<file path="src/include/pcs_pkg.sv">
// Summary of operation
// - Bank 0 register 106 bit 0 switches the first PLL on when one and off when zero, and resets to zero.
// - Bank 0 register 108 holds the eight-bit first PLL feedback divider and resets to zero.
// - Bank 0 register 110 bit 0 enables the second PLL when one and resets to zero.
// - Bank 0 register 112 holds the eight-bit second PLL feedback divider and resets to zero.
// - The reference input divider is held in reset while bank 0 register 114 bit 0 is zero, its reset value.
// - Read-only bank 0 register 115 shows first PLL lock in bit 0 and second PLL lock in bit 1, one meaning locked.
// - Bank 0 register 116 reads a fixed eight-bit revision number and ignores writes.
// - Bank 0 register 117 bit 0 at zero keeps the shutter lag and at one removes it.
// - Bank 0 register 118 bit 0 at zero selects monochrome column grouping and at one paired colour grouping.
// - Bank 1 register 5 holds the eight-bit shutter timing granularity and resets to one.
// - Bank 1 register 6 bits 2:1 set output clock phase 0, 90, 180 or 270 degrees and reset to code 1.
// - Bank 1 register 6 resets reserved bit 3 to one and reserved bits 0 and 6:4 to zero.
package pcs_pkg;
  localparam logic [6:0] PCS_ADDR_PLL_A_ON        = 7'h6A;
  localparam logic [6:0] PCS_ADDR_PLL_A_IN_RANGE  = 7'h6B;
  localparam logic [6:0] PCS_ADDR_PLL_A_FB_DIV    = 7'h6C;
  localparam logic [6:0] PCS_ADDR_PLL_A_OUT_RANGE = 7'h6D;
  localparam logic [6:0] PCS_ADDR_PLL_B_ON        = 7'h6E;
  localparam logic [6:0] PCS_ADDR_PLL_B_FB_DIV    = 7'h70;
  localparam logic [6:0] PCS_ADDR_REF_DIV_RELEASE = 7'h72;
  localparam logic [6:0] PCS_ADDR_LOCK_STATUS     = 7'h73;
  localparam logic [6:0] PCS_ADDR_REVISION        = 7'h74;
  localparam logic [6:0] PCS_ADDR_SHUTTER_NO_LAG  = 7'h75;
  localparam logic [6:0] PCS_ADDR_COLUMN_PAIRING  = 7'h76;
  localparam logic [6:0] PCS_ADDR_SHUTTER_STEP    = 7'h05;
  localparam logic [6:0] PCS_ADDR_OUT_CLK_CFG     = 7'h06;

  localparam logic       PCS_BANK_0 = 1'b0;
  localparam logic       PCS_BANK_1 = 1'b1;

  localparam int         PCS_LOCK_A_BIT   = 0;
  localparam int         PCS_LOCK_B_BIT   = 1;
  localparam int         PCS_PHASE_LSB    = 1;
  localparam int         PCS_PHASE_MSB    = 2;

  localparam logic [7:0] PCS_RST_ZERO         = 8'h00;
  localparam logic [7:0] PCS_RST_SHUTTER_STEP = 8'h01;
  // Phase code 1 in bits 2:1, reserved bit 3 set, bits 0 and 6:4 clear.
  localparam logic [6:0] PCS_RST_OUT_CLK_CFG  = 7'h0A;
  // Revision value is arbitrary.
  localparam logic [7:0] PCS_REVISION_VALUE   = 8'h5C;
endpackage

</file>
<file path="src/design/pcs_lock_sync.sv">
`timescale 1ns/100ps
`default_nettype none
// Two-stage synchroniser for the asynchronous PLL lock levels.
module pcs_lock_sync (
  input  wire logic       sys_clk_in,
  input  wire logic       nrst_in,
  input  wire logic       clk_en_in,
  input  wire logic [1:0] lock_raw_in,
  output var  logic [1:0] lock_sync_out
);
  logic [1:0] meta_q;

  always_ff @(posedge sys_clk_in) begin
    if (!nrst_in) begin
      meta_q        <= 2'h0;
      lock_sync_out <= 2'h0;
    end else if (clk_en_in) begin
      meta_q        <= lock_raw_in;
      lock_sync_out <= meta_q;
    end
  end
endmodule
`default_nettype wire

</file>
<file path="src/design/pcs_config_regs.sv">
`timescale 1ns/100ps
`default_nettype none
module pcs_config_regs (
  input  wire logic       sys_clk_in,
  input  wire logic       nrst_in,
  input  wire logic       clk_en_in,
  input  wire logic       wr_en_in,
  input  wire logic       rd_en_in,
  input  wire logic       bank_in,
  input  wire logic [6:0] addr_in,
  input  wire logic [7:0] wdata_in,
  input  wire logic       pll_a_locked_in,
  input  wire logic       pll_b_locked_in,
  output var  logic [7:0] rdata_out,
  output var  logic       rdata_valid_out,
  output var  logic       pll_a_on_out,
  output var  logic [1:0] pll_a_input_range_out,
  output var  logic [7:0] pll_a_feedback_divider_out,
  output var  logic [1:0] pll_a_output_range_out,
  output var  logic       pll_b_on_out,
  output var  logic [7:0] pll_b_feedback_divider_out,
  output var  logic       ref_divider_reset_n_out,
  output var  logic       shutter_lag_enable_out,
  output var  logic       double_exposure_column_pairing_out,
  output var  logic [7:0] shutter_timing_step_out,
  output var  logic [1:0] output_clock_phase_out,
  output var  logic [6:0] output_clock_generator_config_out
);

  ////////////////////////////////////////////////////////////////////////////
  // Address decode.

  logic       b0;
  logic [1:0] lock_sync;
  logic [7:0] rd_mux;

  assign b0 = (bank_in == pcs_pkg::PCS_BANK_0);

  pcs_lock_sync u_lock_sync (
    .sys_clk_in    (sys_clk_in),
    .nrst_in       (nrst_in),
    .clk_en_in     (clk_en_in),
    .lock_raw_in   ({pll_b_locked_in, pll_a_locked_in}),
    .lock_sync_out (lock_sync)
  );

  ////////////////////////////////////////////////////////////////////////////
  // Write decode: one hit line per writable register.

  // Slot order fixes the index of each hit line below.
  localparam int NUM_WR          = 11;
  localparam int HIT_A_ON        = 0;
  localparam int HIT_A_IN_RANGE  = 1;
  localparam int HIT_A_FB_DIV    = 2;
  localparam int HIT_A_OUT_RANGE = 3;
  localparam int HIT_B_ON        = 4;
  localparam int HIT_B_FB_DIV    = 5;
  localparam int HIT_REF_DIV     = 6;
  localparam int HIT_NO_LAG      = 7;
  localparam int HIT_PAIRING     = 8;
  localparam int HIT_STEP        = 9;
  localparam int HIT_CFG         = 10;

  // Status and revision have no slot, so writes to them fall through unseen.
  localparam logic [7:0] WR_SLOT [NUM_WR] = '{
    {pcs_pkg::PCS_BANK_0, pcs_pkg::PCS_ADDR_PLL_A_ON},
    {pcs_pkg::PCS_BANK_0, pcs_pkg::PCS_ADDR_PLL_A_IN_RANGE},
    {pcs_pkg::PCS_BANK_0, pcs_pkg::PCS_ADDR_PLL_A_FB_DIV},
    {pcs_pkg::PCS_BANK_0, pcs_pkg::PCS_ADDR_PLL_A_OUT_RANGE},
    {pcs_pkg::PCS_BANK_0, pcs_pkg::PCS_ADDR_PLL_B_ON},
    {pcs_pkg::PCS_BANK_0, pcs_pkg::PCS_ADDR_PLL_B_FB_DIV},
    {pcs_pkg::PCS_BANK_0, pcs_pkg::PCS_ADDR_REF_DIV_RELEASE},
    {pcs_pkg::PCS_BANK_0, pcs_pkg::PCS_ADDR_SHUTTER_NO_LAG},
    {pcs_pkg::PCS_BANK_0, pcs_pkg::PCS_ADDR_COLUMN_PAIRING},
    {pcs_pkg::PCS_BANK_1, pcs_pkg::PCS_ADDR_SHUTTER_STEP},
    {pcs_pkg::PCS_BANK_1, pcs_pkg::PCS_ADDR_OUT_CLK_CFG}
  };

  logic              wr_take;
  logic [NUM_WR-1:0] wr_hit;

  // A write only counts while the clock enable lets the bank advance.
  assign wr_take = clk_en_in && wr_en_in;

  for (genvar k = 0; k < NUM_WR; k++) begin : g_wr_hit
    assign wr_hit[k] = wr_take && ({bank_in, addr_in} == WR_SLOT[k]);
  end

  ////////////////////////////////////////////////////////////////////////////
  // First PLL controls.

  always_ff @(posedge sys_clk_in) begin
    if (!nrst_in) begin
      pll_a_on_out <= pcs_pkg::PCS_RST_ZERO[0];
    end else if (wr_hit[HIT_A_ON]) begin
      pll_a_on_out <= wdata_in[0];
    end
  end

  // Range codes are stored as written; picking the right one is up to software.
  always_ff @(posedge sys_clk_in) begin
    if (!nrst_in) begin
      pll_a_input_range_out <= pcs_pkg::PCS_RST_ZERO[1:0];
    end else if (wr_hit[HIT_A_IN_RANGE]) begin
      pll_a_input_range_out <= wdata_in[1:0];
    end
  end

  always_ff @(posedge sys_clk_in) begin
    if (!nrst_in) begin
      pll_a_feedback_divider_out <= pcs_pkg::PCS_RST_ZERO;
    end else if (wr_hit[HIT_A_FB_DIV]) begin
      pll_a_feedback_divider_out <= wdata_in;
    end
  end

  always_ff @(posedge sys_clk_in) begin
    if (!nrst_in) begin
      pll_a_output_range_out <= pcs_pkg::PCS_RST_ZERO[1:0];
    end else if (wr_hit[HIT_A_OUT_RANGE]) begin
      pll_a_output_range_out <= wdata_in[1:0];
    end
  end

  ////////////////////////////////////////////////////////////////////////////
  // Second PLL controls and reference divider reset.

  always_ff @(posedge sys_clk_in) begin
    if (!nrst_in) begin
      pll_b_on_out <= pcs_pkg::PCS_RST_ZERO[0];
    end else if (wr_hit[HIT_B_ON]) begin
      pll_b_on_out <= wdata_in[0];
    end
  end

  always_ff @(posedge sys_clk_in) begin
    if (!nrst_in) begin
      pll_b_feedback_divider_out <= pcs_pkg::PCS_RST_ZERO;
    end else if (wr_hit[HIT_B_FB_DIV]) begin
      pll_b_feedback_divider_out <= wdata_in;
    end
  end

  // Held low from reset so the divider never runs before software is ready.
  always_ff @(posedge sys_clk_in) begin
    if (!nrst_in) begin
      ref_divider_reset_n_out <= pcs_pkg::PCS_RST_ZERO[0];
    end else if (wr_hit[HIT_REF_DIV]) begin
      ref_divider_reset_n_out <= wdata_in[0];
    end
  end

  ////////////////////////////////////////////////////////////////////////////
  // Shutter, exposure and output clock controls.

  // The output is an enable, so it is the inverse of the stored bit.
  always_ff @(posedge sys_clk_in) begin
    if (!nrst_in) begin
      shutter_lag_enable_out <= ~pcs_pkg::PCS_RST_ZERO[0];
    end else if (wr_hit[HIT_NO_LAG]) begin
      shutter_lag_enable_out <= ~wdata_in[0];
    end
  end

  always_ff @(posedge sys_clk_in) begin
    if (!nrst_in) begin
      double_exposure_column_pairing_out <= pcs_pkg::PCS_RST_ZERO[0];
    end else if (wr_hit[HIT_PAIRING]) begin
      double_exposure_column_pairing_out <= wdata_in[0];
    end
  end

  always_ff @(posedge sys_clk_in) begin
    if (!nrst_in) begin
      shutter_timing_step_out <= pcs_pkg::PCS_RST_SHUTTER_STEP;
    end else if (wr_hit[HIT_STEP]) begin
      shutter_timing_step_out <= wdata_in;
    end
  end

  // Reserved bits are stored as written so software can restore them.
  always_ff @(posedge sys_clk_in) begin
    if (!nrst_in) begin
      output_clock_generator_config_out <= pcs_pkg::PCS_RST_OUT_CLK_CFG;
    end else if (wr_hit[HIT_CFG]) begin
      output_clock_generator_config_out <= wdata_in[6:0];
    end
  end

  always_ff @(posedge sys_clk_in) begin
    if (!nrst_in) begin
      output_clock_phase_out <= pcs_pkg::PCS_RST_OUT_CLK_CFG[pcs_pkg::PCS_PHASE_MSB:pcs_pkg::PCS_PHASE_LSB];
    end else if (wr_hit[HIT_CFG]) begin
      output_clock_phase_out <= wdata_in[pcs_pkg::PCS_PHASE_MSB:pcs_pkg::PCS_PHASE_LSB];
    end
  end

  ////////////////////////////////////////////////////////////////////////////
  // Read path: one cycle after the read strobe, unmapped reads return zero.

  always_comb begin
    rd_mux = 8'h00;
    if (b0) begin
      unique case (addr_in)
        pcs_pkg::PCS_ADDR_PLL_A_ON:        rd_mux = {7'h00, pll_a_on_out};
        pcs_pkg::PCS_ADDR_PLL_A_IN_RANGE:  rd_mux = {6'h00, pll_a_input_range_out};
        pcs_pkg::PCS_ADDR_PLL_A_FB_DIV:    rd_mux = pll_a_feedback_divider_out;
        pcs_pkg::PCS_ADDR_PLL_A_OUT_RANGE: rd_mux = {6'h00, pll_a_output_range_out};
        pcs_pkg::PCS_ADDR_PLL_B_ON:        rd_mux = {7'h00, pll_b_on_out};
        pcs_pkg::PCS_ADDR_PLL_B_FB_DIV:    rd_mux = pll_b_feedback_divider_out;
        pcs_pkg::PCS_ADDR_REF_DIV_RELEASE: rd_mux = {7'h00, ref_divider_reset_n_out};
        pcs_pkg::PCS_ADDR_LOCK_STATUS:     rd_mux = {6'h00, lock_sync[pcs_pkg::PCS_LOCK_B_BIT],
                                                     lock_sync[pcs_pkg::PCS_LOCK_A_BIT]};
        pcs_pkg::PCS_ADDR_REVISION:        rd_mux = pcs_pkg::PCS_REVISION_VALUE;
        pcs_pkg::PCS_ADDR_SHUTTER_NO_LAG:  rd_mux = {7'h00, ~shutter_lag_enable_out};
        pcs_pkg::PCS_ADDR_COLUMN_PAIRING:  rd_mux = {7'h00, double_exposure_column_pairing_out};
        default:                           rd_mux = 8'h00;
      endcase
    end else begin
      unique case (addr_in)
        pcs_pkg::PCS_ADDR_SHUTTER_STEP:    rd_mux = shutter_timing_step_out;
        pcs_pkg::PCS_ADDR_OUT_CLK_CFG:     rd_mux = {1'b0, output_clock_generator_config_out};
        default:                           rd_mux = 8'h00;
      endcase
    end
  end

  always_ff @(posedge sys_clk_in) begin
    if (!nrst_in) begin
      rdata_valid_out <= 1'b0;
    end else if (clk_en_in) begin
      rdata_valid_out <= rd_en_in;
    end
  end

  // Read data holds between reads, so a slow master may pick it up late.
  always_ff @(posedge sys_clk_in) begin
    if (!nrst_in) begin
      rdata_out <= 8'h00;
    end else if (clk_en_in && rd_en_in) begin
      rdata_out <= rd_mux;
    end
  end
endmodule
`default_nettype wire

</file>
<file path="config.mk">
export PLATFORM = sky130hd
export DESIGN_NAME = pcs_config_regs
export DESIGN_NICKNAME = d
export VERILOG_FILES = /design/src/include/pcs_pkg.sv /design/src/design/pcs_lock_sync.sv /design/src/design/pcs_config_regs.sv
export SDC_FILE = /design/constraint.sdc
export NUM_CORES = 1
export LEC_CHECK = 0
export ABC_AREA = 1
export BUFFER_PORTS_ARGS = -buffer_cell sky130_fd_sc_hd__buf_2
export CAP_MARGIN = 20
export CORE_UTILIZATION = 25
export CTS_BUF_LIST = sky130_fd_sc_hd__clkbuf_8
export CTS_CLUSTER_DIAMETER = 40
export DETAILED_ROUTE_END_ITERATION = 10
export SKIP_CTS_REPAIR_TIMING = 1
export SLEW_MARGIN = 5
export SYNTH_ARGS = -nofsm -noshare
export SYNTH_HDL_FRONTEND = slang
export SYNTH_HIERARCHICAL = 1
export SYNTH_SLANG_ARGS = --single-unit
</file>
<file path="constraint.sdc">
create_clock -name sys_clk_in -period 1 [get_ports sys_clk_in]
set_input_delay 0.15 -clock sys_clk_in [delete_from_list [all_inputs] [get_ports sys_clk_in]]
set_output_delay 0.15 -clock sys_clk_in [all_outputs]
set_load 0.02 [all_outputs]
</file>
==> results.md <==
* Data required time at the worst endpoint at between 0.8 and 0.9 ns
* Crit Reg-Reg Startpoint: u_lock_sync/lock_sync_out[0]$_SDFFE_PN0P_
* Vias at approximately 2.7k
* Synth top area share at 0.425
* #FFs+latches synth at between 50 and 60
* Min-delay src: wdata_in[7]
* Sw Share at 0.262
* Slowest Stage Delay on Critical Path at ~0.34 ns
* Final hold vios at 0
* Outcome: finished, violations left
* DP Wirelength at 5.94 mm
* Crit-path leading delay family: flip-flops
* R2r setup slk at about 0.02 ns
* Hold endpoint: shutter_timing_step_out[7]$_SDFFE_PN0P_
* Reg clk slew, reported paths at roughly 0.11 ns
* Hold path cells at 3
* Worst Max-Slew Pin Slew at 0.286 ns
* # diodes at 0
* Pint at just over 3 mW
* Synthesized net count at about 380
* Hold slack at 0.112 ns
* Final worst slack at -0.0387 ns
* Most used cell, CP: buf_6
* Crit-path cells: buf_6 -> buf_6
* Die ar. at slightly above 0.01 mm^2
* Cell area after layout at approximately 0.0038 mm^2
* Fin crit period at roughly 1.0 ns
* Worst-case clock buffer depth at 2
* Static leakage at 1.71 nW
* Buf/Inv on CP at 2
* Synth area leaders: dfxtp_1, o21ai_0, a21oi_1
* Hold Crit Class: input port to flop
* Fraction of registers with async set/reset at 0
* Setup crit end kind: primary output
* Met1 Use GR at 0.179
* Post-synthesis to final-layout area growth at 52.7%
* Synth Cell Area at 0.00250 mm^2
* Worst-Skew Late Latency at around 0.31 ns
* Sequential fraction of the synthesis area at 0.425
* Layout cells sized above 1 at 0.457
* Drt wl/cell at roughly 13 um
* Endpoints failing setup at 13
* Clk_skew at between 0.007 and 0.008 ns
* CORE AREA at between 0.009 and 0.01 mm^2
* CTS Buf Count at 5
* Fin crit share at 1.04
* Drt via density at 4.51
* Worst r2r dst: rdata_out[0]$_SDFFE_PN0P_
* CTS tree: done
* Post-synth cell types at 28
* Main synth FF type: dfxtp_1
* Arr. time, crit path at ~0.89 ns
* Number of clock sinks at 53
* Routing usage on met2 at 0.261
* Post-route DRC at 0
* Synth warn at 6
* Die H at 102 um
* Cells after Synth at between 300 and 400
* Leading area contributor after synthesis: dfxtp_1
* Dpl cells at slightly below 600
* R2R depth at 6
* Worst Setup SP: shutter_timing_step_out[3]$_SDFFE_PN0P_
* Initial Util at 0.257
* Max-slew violations at 0
* Nets at 486
* Non-filler cells, final at 597
* Most frequent cell after synthesis: dfxtp_1
* Routability congestion estimate at ~0.83
* Vias in the first global route at ~2.4k
* Flop pwr share at 0.511
* Unrepaired setup endpoints after global routing: true
* Row Count at 36
* Crit-path max FO at 2
* Max-cap violations at 0
* Antenna-violating nets left at 0
* Cell Pwr Density at about 1100 mW/mm^2
* Total track usage at 0.145
* Met3 usage at 0.0260
* Final WL at a little under 8 mm
* Die X-Extent at 102 um
* Peak supply drop at 0.000579 V
* Gate power share at 0.122
* Global route overflow at 0
* Post-synth EDFFs at 0
* Nature of the critical path startpoint: flop
* Drt initial violations at 86
* H-tree Lvls at 2
* Largest net degree at the start of global routing at 23
* Slew margin rel. at 0.810
* Dpl cell area at roughly 0.0032 mm^2
* Clk root buf: clkbuf_8
* Psw at 1.10 mW
* Slowest stage cell, crit path: dfxtp_2
* Violated checks: setup timing
* Initial antenna violation count at 0
* Top cells by count, synth: dfxtp_1, nand2_1, o21ai_0
* DR pass1 iterations at 4
* Avg Synthesized Cell Area at just over 7 um^2
* Clock network power share at 0.367
* Critical path class: flop to primary output
* Max Freq at between 900 and 1000 MHz
* Top Usage Layer GRT: met2
* First-pass GRT wire length at around 12 mm
* I/O pins at 74
* PortBufs at 73
worst max-delay path by stage:
stage                                                                   end  slack (ns)  depth (start not counted)
after global placement              shutter_timing_step_out[4]$_SDFFE_PN0P_       -0.37                          9
final                                            shutter_timing_step_out[3]       -0.04                          2
after detailed placement            shutter_timing_step_out[7]$_SDFFE_PN0P_       -0.43                          9
after CTS                                        shutter_timing_step_out[3]       -0.10                          2
after global routing      output_clock_generator_config_out[5]$_SDFFE_PN0P_       -0.08                          9
after floorplan           output_clock_generator_config_out[5]$_SDFFE_PN0P_        -0.1                          7
layout make-up:
cell class	instances	area, um^2
timing repair buffer	116	926
sequential	53	1110
tap	133	166
fill	1052	5910
clock buffer	5	68.8
inverter	53	224
clock inverter	3	50.0
multi-input combinational	234	1270
metrics by stage:
step                total power, mW  worst slack, ns  setup TNS (ns)  utilization
floorplan                      2.43          -0.0996          -0.330            -
global placement               2.64           -0.370          -12.43        0.332
detailed placement             2.65           -0.427          -13.71        0.332
CTS                            4.18           -0.103           -1.59        0.344
global route                   4.38          -0.0802           -1.40        0.392
finish                         4.22          -0.0387          -0.244        0.392
logic make-up after synthesis:
logic type / after synthesis / share of synthesized area
AO/OA/AOI/OAI: 101 / 0.213
buffers and inverters: 67 / 0.122
flip-flops: 53 / 0.425
AND/OR/NAND/NOR: 133 / 0.240
registers in the layout, indices dropped and copies added, names as in the netlist, 2 cells and up:
register / count
output_clock_generator_config_out: 7
pll_a_feedback_divider_out: 8
pll_a_input_range_out: 2
pll_a_output_range_out: 2
pll_b_feedback_divider_out: 8
rdata_out: 8
shutter_timing_step_out: 8
u_lock_sync/lock_sync_out: 2
u_lock_sync/meta_q: 2
worst reg2reg max path, cell delays in order (launching register included):
cell	delay [ns]
dfxtp_1	0.34
inv_1	0.05
nor3_2	0.21
nor2_1	0.07
nand3_1	0.07
nand2_1	0.07
a21oi_2	0.11
power groups by stage:
stage                     clock [mW]  combinational, mW  sequential (mW)
after floorplan                    0              0.200             2.23
after global placement             0              0.436             2.21
after detailed placement           0              0.443             2.21
after CTS                       1.58              0.444             2.16
after global routing            1.66              0.559             2.16
final                           1.55              0.513             2.16
layer usage:
metal | up-vias | part of all wire
met5 | - | 0
met4 | 0 | 0.0082
met3 | 7 | 0.052
met2 | 66 | 0.53
met1 | 1251 | 0.41
li1 | 1368 | -
cells in the final DEF, fill, tap and decap left out, types with 3 or more instances in the layout:
master,n
nor2_2,6
dfxtp_1,15
buf_4,70
a21oi_2,4
a21oi_1,36
nand2_2,7
nand3_1,23
nor2_4,9
buf_6,22
nor2_1,34
inv_2,5
dfxtp_2,37
o211ai_1,6
inv_1,44
o21ai_2,7
clkbuf_8,5
nand4_1,3
o21ai_0,33
buf_2,21
nand2_1,44
o21ai_1,12
nand2_4,4
Power figures use the tool's default switching activity.
